$ cat src/design/dma_slave_pkg.sv
// Constants shared by the distributed DMA slave register block.
package dma_slave_pkg;
	// Configuration-space location of the DMA window base register.
	localparam logic [7:0]  CFG_BASE_OFF   = 8'h98;
	// Reset value: bit 0 marks the base as an I/O space base.
	localparam logic [31:0] CFG_BASE_RST   = 32'h0000_0001;
	localparam int          WIN_BITS       = 4;
	localparam int          WINDOW_BYTES   = 16;
	// Word offsets inside the 16-byte window.
	localparam logic [3:0]  OFF_ADDR       = 4'h0;
	localparam logic [3:0]  OFF_COUNT      = 4'h4;
	localparam logic [3:0]  OFF_STAT       = 4'h8;
	localparam logic [3:0]  OFF_MASK       = 4'hC;
	localparam logic [3:0]  OFF_WORD_MASK  = 4'hC;
	// Command byte fields.
	localparam logic [7:0]  CMD_LIVE_MASK  = 8'hFC;
	localparam int          CMD_DISABLE    = 2;
	// Request byte fields.
	localparam int          REQ_BIT        = 2;
	// Mode byte fields.
	localparam int          MODE_AUTO      = 4;
	localparam int          MODE_DEC       = 5;
	// Status byte fields.
	localparam int          STAT_TC        = 0;
	localparam int          STAT_REQ       = 4;
	// Multichannel mask field.
	localparam int          MASK_BIT       = 0;
	// Reset values of the channel state.
	localparam logic [7:0]  CMD_RST        = 8'h00;
	localparam logic [7:0]  MODE_RST       = 8'h00;
	localparam logic [15:0] WORD16_RST     = 16'h0000;
	localparam logic [7:0]  BYTE_RST       = 8'h00;
endpackage : dma_slave_pkg

$ cat src/design/dma_slave_regs.sv
// Distributed DMA slave channel registers with configuration base and I/O window decode.
//
// Overview of operation
// A window base register at configuration offset 98h tells the host where the DMA registers live.
// A 16-byte block of I/O space starting at the programmed base is claimed as the DMA register set.
// Each register works like the same-named register of the classic legacy DMA controller.
// Legacy bits that mean nothing for distributed DMA are read-only and have no effect when written.
// Reserved locations in the window read back as all zeros.
// Writes to reserved locations are dropped and change no state.
// Offset 00h reads current address and page and writes the base address, with the top byte reserved.
// Offset 04h reads the remaining word count and writes the base count, with the upper bytes reserved.
// Offset 08h reads the status byte and writes command, request and mode in their own byte lanes.
// Offset 0Ch reads the multichannel mask and a write to the clear lane performs a master clear.
// Byte lanes not applicable in a direction read as zero and ignore writes.
`timescale 1ns/1ps
module dma_slave_regs (
	input  wire logic        clk,
	input  wire logic        resetn,
	input  wire logic        acc_req,
	input  wire logic        acc_cfg,
	input  wire logic        acc_wr,
	input  wire logic [31:0] acc_addr,
	input  wire logic [3:0]  acc_be,
	input  wire logic [31:0] acc_wdata,
	input  wire logic        xfer_step,
	output logic             acc_ack,
	output logic             acc_hit,
	output logic [31:0]      acc_rdata,
	output logic [15:0]      cur_addr,
	output logic [7:0]       page,
	output logic [15:0]      cur_count,
	output logic [7:0]       command,
	output logic [7:0]       mode,
	output logic             request,
	output logic             masked,
	output logic             term_count
);
	logic [27:0] base_q;
	logic [15:0] base_addr_q, cur_addr_q, base_cnt_q, cur_cnt_q;
	logic [7:0]  page_q, cmd_q, mode_q;
	logic        req_q, mask_q, tc_q, ack_q, hit_q;
	logic [31:0] rdata_q, rdata_d;
	logic        cfg_sel, io_sel, wr_io, rd_io, step_ok, tc_hit;
	logic [3:0]  off;

	// Decode. The window stays closed while the base is zero so an unprogrammed part claims no I/O addresses.
	assign off     = acc_addr[3:0] & dma_slave_pkg::OFF_WORD_MASK;
	assign cfg_sel = acc_req && acc_cfg && (acc_addr[7:0] == dma_slave_pkg::CFG_BASE_OFF);
	assign io_sel  = acc_req && !acc_cfg && (base_q != 28'h000_0000) &&
	                 (acc_addr[31:dma_slave_pkg::WIN_BITS] == base_q);
	assign wr_io   = io_sel && acc_wr;
	assign rd_io   = io_sel && !acc_wr;
	assign step_ok = xfer_step && !mask_q && !cmd_q[dma_slave_pkg::CMD_DISABLE];
	// Terminal count is reached by a step taken while the count already reads zero.
	assign tc_hit  = step_ok && (cur_cnt_q == 16'h0000);

	// Window base register; only address bits above the 16-byte block are writable.
	always_ff @(posedge clk or negedge resetn) begin
		if (!resetn) begin
			base_q <= dma_slave_pkg::CFG_BASE_RST[31:4];
		end else if (cfg_sel && acc_wr) begin
			if (acc_be[0]) base_q[3:0]   <= acc_wdata[7:4];
			if (acc_be[1]) base_q[11:4]  <= acc_wdata[15:8];
			if (acc_be[2]) base_q[19:12] <= acc_wdata[23:16];
			if (acc_be[3]) base_q[27:20] <= acc_wdata[31:24];
		end
	end

	// Address, page and count. A register write beats a transfer step in the same cycle.
	always_ff @(posedge clk or negedge resetn) begin
		if (!resetn) begin
			base_addr_q <= dma_slave_pkg::WORD16_RST;
			cur_addr_q  <= dma_slave_pkg::WORD16_RST;
			base_cnt_q  <= dma_slave_pkg::WORD16_RST;
			cur_cnt_q   <= dma_slave_pkg::WORD16_RST;
			page_q      <= dma_slave_pkg::BYTE_RST;
		end else if (wr_io && off == dma_slave_pkg::OFF_ADDR) begin
			if (acc_be[0]) base_addr_q[7:0]  <= acc_wdata[7:0];
			if (acc_be[0]) cur_addr_q[7:0]   <= acc_wdata[7:0];
			if (acc_be[1]) base_addr_q[15:8] <= acc_wdata[15:8];
			if (acc_be[1]) cur_addr_q[15:8]  <= acc_wdata[15:8];
			if (acc_be[2]) page_q            <= acc_wdata[23:16];
		end else if (wr_io && off == dma_slave_pkg::OFF_COUNT) begin
			if (acc_be[0]) base_cnt_q[7:0]  <= acc_wdata[7:0];
			if (acc_be[0]) cur_cnt_q[7:0]   <= acc_wdata[7:0];
			if (acc_be[1]) base_cnt_q[15:8] <= acc_wdata[15:8];
			if (acc_be[1]) cur_cnt_q[15:8]  <= acc_wdata[15:8];
		end else if (step_ok) begin
			if (cur_cnt_q == 16'h0000 && mode_q[dma_slave_pkg::MODE_AUTO]) begin
				cur_addr_q <= base_addr_q;
				cur_cnt_q  <= base_cnt_q;
			end else begin
				cur_addr_q <= mode_q[dma_slave_pkg::MODE_DEC] ? cur_addr_q - 16'h0001 : cur_addr_q + 16'h0001;
				cur_cnt_q  <= cur_cnt_q - 16'h0001;
			end
		end
	end

	// Command, request and mode. Obsolete command bits are never stored.
	always_ff @(posedge clk or negedge resetn) begin
		if (!resetn) begin
			cmd_q  <= dma_slave_pkg::CMD_RST;
			mode_q <= dma_slave_pkg::MODE_RST;
			req_q  <= 1'b0;
		end else if (wr_io && off == dma_slave_pkg::OFF_MASK && acc_be[0]) begin
			cmd_q <= dma_slave_pkg::CMD_RST;
			req_q <= 1'b0;
		end else if (wr_io && off == dma_slave_pkg::OFF_STAT) begin
			if (acc_be[0]) cmd_q  <= acc_wdata[7:0] & dma_slave_pkg::CMD_LIVE_MASK;
			if (acc_be[1]) req_q  <= acc_wdata[8 + dma_slave_pkg::REQ_BIT];
			if (acc_be[3]) mode_q <= acc_wdata[31:24];
		end
	end

	// Mask and terminal count. A step reaching terminal count sets the flag even during a status read.
	// The hardware set also beats a software unmask in the same cycle, so a finished channel outside auto mode never runs on.
	always_ff @(posedge clk or negedge resetn) begin
		if (!resetn) begin
			mask_q <= 1'b1;
			tc_q   <= 1'b0;
		end else begin
			if (tc_hit) begin
				tc_q <= 1'b1;
			end else if ((rd_io && off == dma_slave_pkg::OFF_STAT) ||
			             (wr_io && off == dma_slave_pkg::OFF_MASK && acc_be[0])) begin
				tc_q <= 1'b0;
			end
			if (wr_io && off == dma_slave_pkg::OFF_MASK && acc_be[0]) begin
				mask_q <= 1'b1;
			end else if (tc_hit && !mode_q[dma_slave_pkg::MODE_AUTO]) begin
				mask_q <= 1'b1;
			end else if (wr_io && off == dma_slave_pkg::OFF_MASK && acc_be[3]) begin
				mask_q <= acc_wdata[24 + dma_slave_pkg::MASK_BIT];
			end
		end
	end

	// Read mux. Reserved and not-applicable lanes are tied to zero here.
	always_comb begin
		rdata_d = 32'h0000_0000;
		if (cfg_sel) begin
			rdata_d = {base_q, dma_slave_pkg::CFG_BASE_RST[3:0]};
		end else if (rd_io && off == dma_slave_pkg::OFF_ADDR) begin
			rdata_d = {8'h00, page_q, cur_addr_q};
		end else if (rd_io && off == dma_slave_pkg::OFF_COUNT) begin
			rdata_d = {16'h0000, cur_cnt_q};
		end else if (rd_io && off == dma_slave_pkg::OFF_STAT) begin
			rdata_d[dma_slave_pkg::STAT_TC]  = tc_q;
			rdata_d[dma_slave_pkg::STAT_REQ] = req_q;
		end else if (rd_io && off == dma_slave_pkg::OFF_MASK) begin
			rdata_d[24 + dma_slave_pkg::MASK_BIT] = mask_q;
		end
	end

	// Answer one cycle after each request; writes answer with zero data.
	always_ff @(posedge clk or negedge resetn) begin
		if (!resetn) begin
			ack_q   <= 1'b0;
			hit_q   <= 1'b0;
			rdata_q <= 32'h0000_0000;
		end else begin
			ack_q   <= acc_req;
			hit_q   <= cfg_sel || io_sel;
			rdata_q <= acc_wr ? 32'h0000_0000 : rdata_d;
		end
	end

	assign acc_ack    = ack_q;
	assign acc_hit    = hit_q;
	assign acc_rdata  = rdata_q;
	assign cur_addr   = cur_addr_q;
	assign page       = page_q;
	assign cur_count  = cur_cnt_q;
	assign command    = cmd_q;
	assign mode       = mode_q;
	assign request    = req_q;
	assign masked     = mask_q;
	assign term_count = tc_q;
endmodule : dma_slave_regs

$ cat config.mk
export PLATFORM = sky130hd
export DESIGN_NAME = dma_slave_regs
export DESIGN_NICKNAME = d
export VERILOG_FILES = /design/src/design/dma_slave_pkg.sv /design/src/design/dma_slave_regs.sv
export SDC_FILE = /design/constraint.sdc
export NUM_CORES = 1
export LEC_CHECK = 0
export BUFFER_PORTS_ARGS = -buffer_cell sky130_fd_sc_hd__buf_2
export CAP_MARGIN = 40
export CORE_MARGIN = 2
export CORE_UTILIZATION = 45
export CTS_BUF_LIST = sky130_fd_sc_hd__clkbuf_4
export DETAILED_ROUTE_END_ITERATION = 6
export GPL_ROUTABILITY_DRIVEN = 0
export PLACE_DENSITY_LB_ADDON = 0.12
export SYNTH_ARGS = -nofsm -noshare
export SYNTH_HDL_FRONTEND = slang
export SYNTH_SLANG_ARGS = --single-unit
$ cat constraint.sdc
create_clock -name clk -period 3.1 [get_ports clk]
set_input_delay 0.31 -clock clk [delete_from_list [all_inputs] [get_ports clk]]
set_output_delay 0.31 -clock clk [all_outputs]
set_load 0.01 [all_outputs]
# After elaboration in Yosys (flattened, before gate mapping)
# Cells that the tools add are included.
# totals
regBits,153
input_bits,74
out_inout_bits,93
elab_cells,125
# classes
n_addsub,3
n_eq_ne,10
n_mux,33
bitwise,2
n_reduce_logical,56
# ops
op,count
16-bit two-way mux,8
32-bit two-way mux,2
8-bit two-way mux,5
16-bit by 1-bit subtractor with 16-bit output (second input constant),2
28-bit == test,1
28-bit nonzero test,1
25-bit two-way mux,1
1-bit logical AND,23
3-bit AND reduction,7
2-bit AND reduction,9
16-bit by 1-bit adder with 16-bit output (second input constant),1
16-bit zero test,1
1-bit two-way mux,15
2-bit nonzero test,6
11-bit two-way mux,1
2-bit != test (second input constant),5
8-bit == test (second input constant),1
1-bit zero test,5
2-bit == test (second input constant),2
4-bit zero test,1
3-bit two-way mux,1
3-bit nonzero test,1
2-bit by 1-bit == test with 1-bit output (second input constant),1
1-bit logical OR,2
1-bit NOT,2

# Longest topological paths before layout
# depth
ltp_word,12
mapped_depth,11
ltp_nobuf,9

# Worst setup path after synthesis
# Ideal clock, no wire load.
# synth_timing
path_kind,register to register
start,register mode_q[5] (netlist: mode[5])
end,register cur_addr_q[15] (netlist: cur_addr[15])
setup_time_ps,82
t_arrival_ps,2496
required_ps,3018
setup_slack_ps,522
stages_incl_launch_ff,9
synth_period_minus_slack_ps,2578
cell_sequence,dfrtp_1 -> ha_1 -> and3_1 -> a2111oi_2 -> o31ai_1 -> a21oi_1 -> xnor2_1 -> a211o_1 -> a31oi_1
# synth_between
elab_chain_len,5
# synth_lines
element,line,text
from (decl),dma_slave_regs.sv:40,"logic [7:0] page_q, cmd_q, mode_q;"
from (signal assigned),dma_slave_regs.sv:103,mode_q <= dma_slave_pkg::MODE_RST;
from (signal assigned),dma_slave_regs.sv:111,if (acc_be[3]) mode_q <= acc_wdata[31:24];
16-bit two-way mux,dma_slave_regs.sv:93,cur_addr_q <= mode_q[dma_slave_pkg::MODE_DEC] ? cur_addr_q - 16'h0001 : cur_addr_q + 16'h0001;
16-bit two-way mux,dma_slave_regs.sv:89,if (cur_cnt_q == 16'h0000 && mode_q[dma_slave_pkg::MODE_AUTO]) begin
16-bit two-way mux,dma_slave_regs.sv:88,end else if (step_ok) begin
16-bit two-way mux,dma_slave_regs.sv:83,end else if (wr_io && off == dma_slave_pkg::OFF_COUNT) begin
16-bit two-way mux,dma_slave_regs.sv:77,end else if (wr_io && off == dma_slave_pkg::OFF_ADDR) begin
to (signal assigned),dma_slave_regs.sv:81,if (acc_be[1]) cur_addr_q[15:8] <= acc_wdata[15:8];
to (signal assigned),dma_slave_regs.sv:90,cur_addr_q <= base_addr_q;
to (signal assigned),dma_slave_regs.sv:93,
to (decl),dma_slave_regs.sv:39,"logic [15:0] base_addr_q, cur_addr_q, base_cnt_q, cur_cnt_q;"
# No other way between the ends. The select of a mux whose other input is x is not followed.
# A chain may end at the register's enable or synchronous reset.

# Worst setup path after layout
# Same ends and word-level chain as after synthesis.

==> metrics.txt <==
# TYPE chip_impl_metric gauge
chip_impl_metric{name="power_leakage",unit="nW"} 5.06
chip_impl_metric{name="htree_num_levels",unit=""} 4
chip_impl_info{name="synth_top_flop_cell",value="sky130_fd_sc_hd__dfrtp_1"} 1
chip_impl_metric{name="pwr-share-clk",unit="%"} 29.0
chip_impl_info{name="synth_commonest_cells",value="sky130_fd_sc_hd__dfrtp_1 (150), sky130_fd_sc_hd__nor2_1 (80), sky130_fd_sc_hd__mux2_2 (64), sky130_fd_sc_hd__nand2_1 (57), sky130_fd_sc_hd__xor2_1 (37)"} 1
chip_impl_metric{name="setup_viol",unit=""} 0
chip_impl_metric{name="ant_nets",unit=""} 0
chip_impl_metric{name="route.final.wire_length",unit="um"} 24900
chip_impl_metric{name="reg2reg_setup_slack",unit="ps"} 260
chip_impl_info{name="clock_tree_from_tritoncts",value="built"} 1
chip_impl_metric{name="yosys_warnings",unit=""} 0
chip_impl_metric{name="start_util",unit="%"} 46.1
chip_impl_metric{name="maximum_root_to_sink_buffer_count",unit=""} 2
chip_impl_metric{name="drt_first_pass_iters",unit=""} 7
chip_impl_metric{name="yosysUniqueCellTypes",unit=""} 76
chip_impl_metric{name="cts.reportedPaths.clkPinSlew",unit="ps"} 140
chip_impl_metric{name="portBuffers",unit=""} 164
chip_impl_metric{name="timing.final.hold_violations",unit=""} 0
chip_impl_info{name="worst_hold_path_type",value="primary input to register"} 1
chip_impl_metric{name="power.internal",unit="mW"} 3.01
chip_impl_info{name="hold_start",value="acc_wdata[1]"} 1
chip_impl_metric{name="drc_errors",unit=""} 0
chip_impl_metric{name="whs",unit="ps"} 28.9
chip_impl_metric{name="die-width",unit="um"} 140
chip_impl_info{name="start_kind",value="register"} 1
chip_impl_metric{name="sequentialPowerShare",unit="%"} 49.5
chip_impl_metric{name="vdd_drop_max",unit="uV"} 300
chip_impl_metric{name="syn_to_final_growth",unit="%"} 18.9
chip_impl_metric{name="synth_edf_count",unit=""} 0
chip_impl_metric{name="post-route-min-period",unit="ps"} 2840
chip_impl_metric{name="timing.slew.headroom",unit="%"} 59.7
chip_impl_metric{name="final_core_util",unit="%"} 54.8
chip_impl_metric{name="wire_length_per_cell",unit="um"} 20.6
chip_impl_metric{name="via_count",unit=""} 6872
chip_impl_metric{name="power.switching_fraction",unit="%"} 33.5
chip_impl_metric{name="worst_ep_required_time",unit="ps"} 3600
chip_impl_metric{name="power_frac_comb",unit="%"} 21.4
chip_impl_metric{name="finClkSkew",unit="ps"} 25.3
chip_impl_info{name="critPathKind",value="register to register"} 1
chip_impl_metric{name="report.final.slew_viol_count",unit=""} 0
chip_impl_info{name="run_status",value="finished clean"} 1
chip_impl_metric{name="cts_buf_count",unit=""} 17
chip_impl_metric{name="netlist_area",unit="mm^2"} 0.00831
chip_impl_metric{name="grt_antenna_before_repair",unit=""} 1
chip_impl_info{name="ys_top_cells_by_area",value="sky130_fd_sc_hd__dfrtp_1 (45%), sky130_fd_sc_hd__mux2_2 (8.7%), sky130_fd_sc_hd__xor2_1 (3.9%)"} 1
chip_impl_metric{name="power.switching",unit="mW"} 1.51
chip_impl_metric{name="largest_net_degree_at_the_start_of_global_routing",unit=""} 63
chip_impl_metric{name="core.rowCount",unit=""} 49
chip_impl_metric{name="cts_repair_resize_count",unit=""} 0
chip_impl_info{name="grt_setup_unrepaired",value="no"} 1
chip_impl_metric{name="async_sr_flop_fraction",unit="%"} 100
chip_impl_metric{name="timing.critical_path.fanout_max",unit=""} 10
chip_impl_metric{name="maxCapViolations",unit=""} 0
chip_impl_metric{name="placed_cells",unit=""} 1156
chip_impl_metric{name="post_syn_instances",unit=""} 769
chip_impl_metric{name="synth.avg_cell_area",unit="um^2"} 10.8
chip_impl_metric{name="worst_ep_arrival_time",unit="ps"} 3340
chip_impl_metric{name="synth.ff_latch_count",unit=""} 151
chip_impl_metric{name="post_route_worst_setup_slack",unit="ps"} 262
chip_impl_info{name="r2r_start",value="mode[5]"} 1
chip_impl_metric{name="final_nets",unit=""} 1053
chip_impl_metric{name="stage_delay_of_the_slowest_cell_on_the_critical_path",unit="ps"} 570
chip_impl_metric{name="io_pins",unit=""} 167
chip_impl_metric{name="synth-seq-area-share",unit="%"} 45.5
chip_impl_metric{name="tns",unit="ps"} 0
chip_impl_metric{name="insertion_delay",unit="ps"} 580
chip_impl_metric{name="first_pass_grt_wire_length",unit="um"} 38600
chip_impl_metric{name="core",unit="mm^2"} 0.0180
chip_impl_info{name="root_buffer",value="sky130_fd_sc_hd__clkbuf_4"} 1
chip_impl_metric{name="hpwl",unit="um"} 18300
chip_impl_metric{name="power_density",unit="mW/mm^2"} 457
chip_impl_metric{name="achievable-frequency",unit="GHz"} 0.352
chip_impl_info{name="synthMostInstantiatedCell",value="sky130_fd_sc_hd__dfrtp_1"} 1
chip_impl_metric{name="first_global_vias",unit=""} 6833
chip_impl_metric{name="grt_util_all_layers",unit="%"} 25.3
chip_impl_info{name="cp_cell_sequence",value="buf_4 -> ha_1 -> or3_1 -> a2111oi_2 -> o31ai_1 -> a21oi_1 -> xnor2_1 -> a211o_1 -> a31oi_1"} 1
chip_impl_metric{name="grt.overflow.total",unit=""} 0
chip_impl_metric{name="instances_no_fill",unit=""} 1206
chip_impl_metric{name="place_worst_setup_slack",unit="ps"} 258
chip_impl_metric{name="ctsHoldBuffers",unit=""} 17
chip_impl_metric{name="cts.repair_timing.setup_buffer_count",unit=""} 0
chip_impl_metric{name="cts.sinks",unit=""} 151
chip_impl_info{name="endpoint_type_of_the_worst_setup_path",value="register"} 1
chip_impl_metric{name="drive_gt1_share",unit="%"} 35.0
chip_impl_info{name="synth_top_cell_by_area",value="sky130_fd_sc_hd__dfrtp_1"} 1
chip_impl_metric{name="drt-vias-per-instance",unit=""} 5.70
chip_impl_metric{name="die_area",unit="mm^2"} 0.0196
chip_impl_info{name="worst_path_max_delay_cell",value="sky130_fd_sc_hd__dfrtp_1"} 1
chip_impl_metric{name="violation_count_after_the_first_detailed_route_iteration",unit=""} 501
chip_impl_metric{name="tightest_slew",unit="ps"} 596
chip_impl_metric{name="final.period_utilization",unit="%"} 91.6
chip_impl_info{name="setup.worst_path.start",value="mode[5]"} 1
chip_impl_metric{name="synth_top_area_share",unit="%"} 45.2
chip_impl_metric{name="die_y",unit="um"} 140
==> cells by family (layout without fill, tap and decap cells) <==
kind of cell | count (synthesis) | count (layout) | synth area share, %
xor gates and xnor gates | 44 | 44 | 4.64
muxes | 87 | 87 | 12.0
other | 1 | 3 | 0.0451
DFF | 151 | 151 | 45.5
AOI/OAI and AO/OA | 147 | 147 | 13.2
and+or+nand+nor | 275 | 275 | 18.6
buffers and inverters | 48 | 254 | 3.60
adders and majority gates | 16 | 16 | 2.50
==> power groups by stage <==
stage | logic [mW] | clock network (mW) | registers (mW)
5_1_grt | 1.06 | 1.41 | 2.25
3_3_place_gp | 0.944 | 0 | 2.28
2_1_floorplan | 0.509 | 0 | 2.27
3_5_place_dp | 0.953 | 0 | 2.27
6_report | 0.968 | 1.31 | 2.24
4_1_cts | 0.972 | 1.34 | 2.23
==> cell type report <==
class                           instances  area (um^2)
Fill cell                            1672         8140
Clock inverter                         14          161
Timing Repair Buffer                  212         1240
Clock buffer                           18          135
Multi-Input combinational cell        571         4240
Antenna cell                            1         2.50
Tap cell                              229          287
Inverter                               10         37.5
Sequential cell                       151         3780
==> placed cells by master (no fill, tap or decap), types with 10 or more instances in the layout <==
master                          Yosys  routed
sky130_fd_sc_hd__a21oi_1           22      22
sky130_fd_sc_hd__a22oi_1           11      11
sky130_fd_sc_hd__inv_1             10      10
sky130_fd_sc_hd__ha_1              15      15
sky130_fd_sc_hd__nand2_1           57      57
sky130_fd_sc_hd__buf_4              8      30
sky130_fd_sc_hd__dlygate4sd3_1      0      17
sky130_fd_sc_hd__nor4_1            15      15
sky130_fd_sc_hd__a211oi_1          13      13
sky130_fd_sc_hd__nor3_1            15      15
sky130_fd_sc_hd__xor2_1            37      37
sky130_fd_sc_hd__and2_1            10      10
sky130_fd_sc_hd__nand2b_1          10      10
sky130_fd_sc_hd__dfrtp_1          150     150
sky130_fd_sc_hd__mux2i_1           14      14
sky130_fd_sc_hd__nand3_1           19      19
sky130_fd_sc_hd__nor2_1            80      80
sky130_fd_sc_hd__buf_2             13     163
sky130_fd_sc_hd__mux2_2            64      64
sky130_fd_sc_hd__a222oi_1          11      11
sky130_fd_sc_hd__o21ai_0           23      23
sky130_fd_sc_hd__clkbuf_4           0      18
==> per-stage QoR <==
| step | power (mW) | instance area [um^2] |
|---|---|---|
| final | 4.52 | 9880 |
| after global routing | 4.72 | 9880 |
| after CTS | 4.54 | 9880 |
| after detailed placement | 3.22 | 9410 |
| after global placement | 3.22 | 9410 |
| after floorplan | 2.78 | 8320 |
==> registers in the layout, indices dropped and copies added (netlist names) <==
| signal | flops |
|---|---|
| cur_addr | 16 |
| acc_rdata | 32 |
| term_count | 1 |
| acc_hit | 1 |
| masked | 1 |
| command | 6 |
| cur_count | 16 |
| request | 1 |
| base_cnt_q | 16 |
| base_q | 28 |
| mode | 8 |
| base_addr_q | 16 |
| acc_ack | 1 |
| page | 8 |
==> worst max-delay path: cells and delay by family, from the launching register on <==
| kind | cells | cell delay, ps |
|---|---|---|
| buf+inv | 1 | 270 |
| simple gates | 1 | 320 |
| fa+ha+maj | 1 | 220 |
| flops | 1 | 570 |
| compound gates | 5 | 1300 |
| xor+xnor | 1 | 90 |
==> metal layers <==
metal / global-route usage (%) / share of wire, %
met5: 0 / 0
met4: 6.84 / 1.5
met3: 4.07 / 5.7
met2: 41.6 / 47
met1: 35.1 / 45
==> final timing paths <==
kind	depth (start not counted)	end
max in group asynchronous	3	base_addr_q[7]
hold reg to reg	2	command[6]
setup reg to reg	9	cur_addr[15]
min in group asynchronous	2	mode[6]
hold / removal	2	base_cnt_q[1]
setup / recovery	9	cur_addr[15]
(Power assumes the default switching activity.)
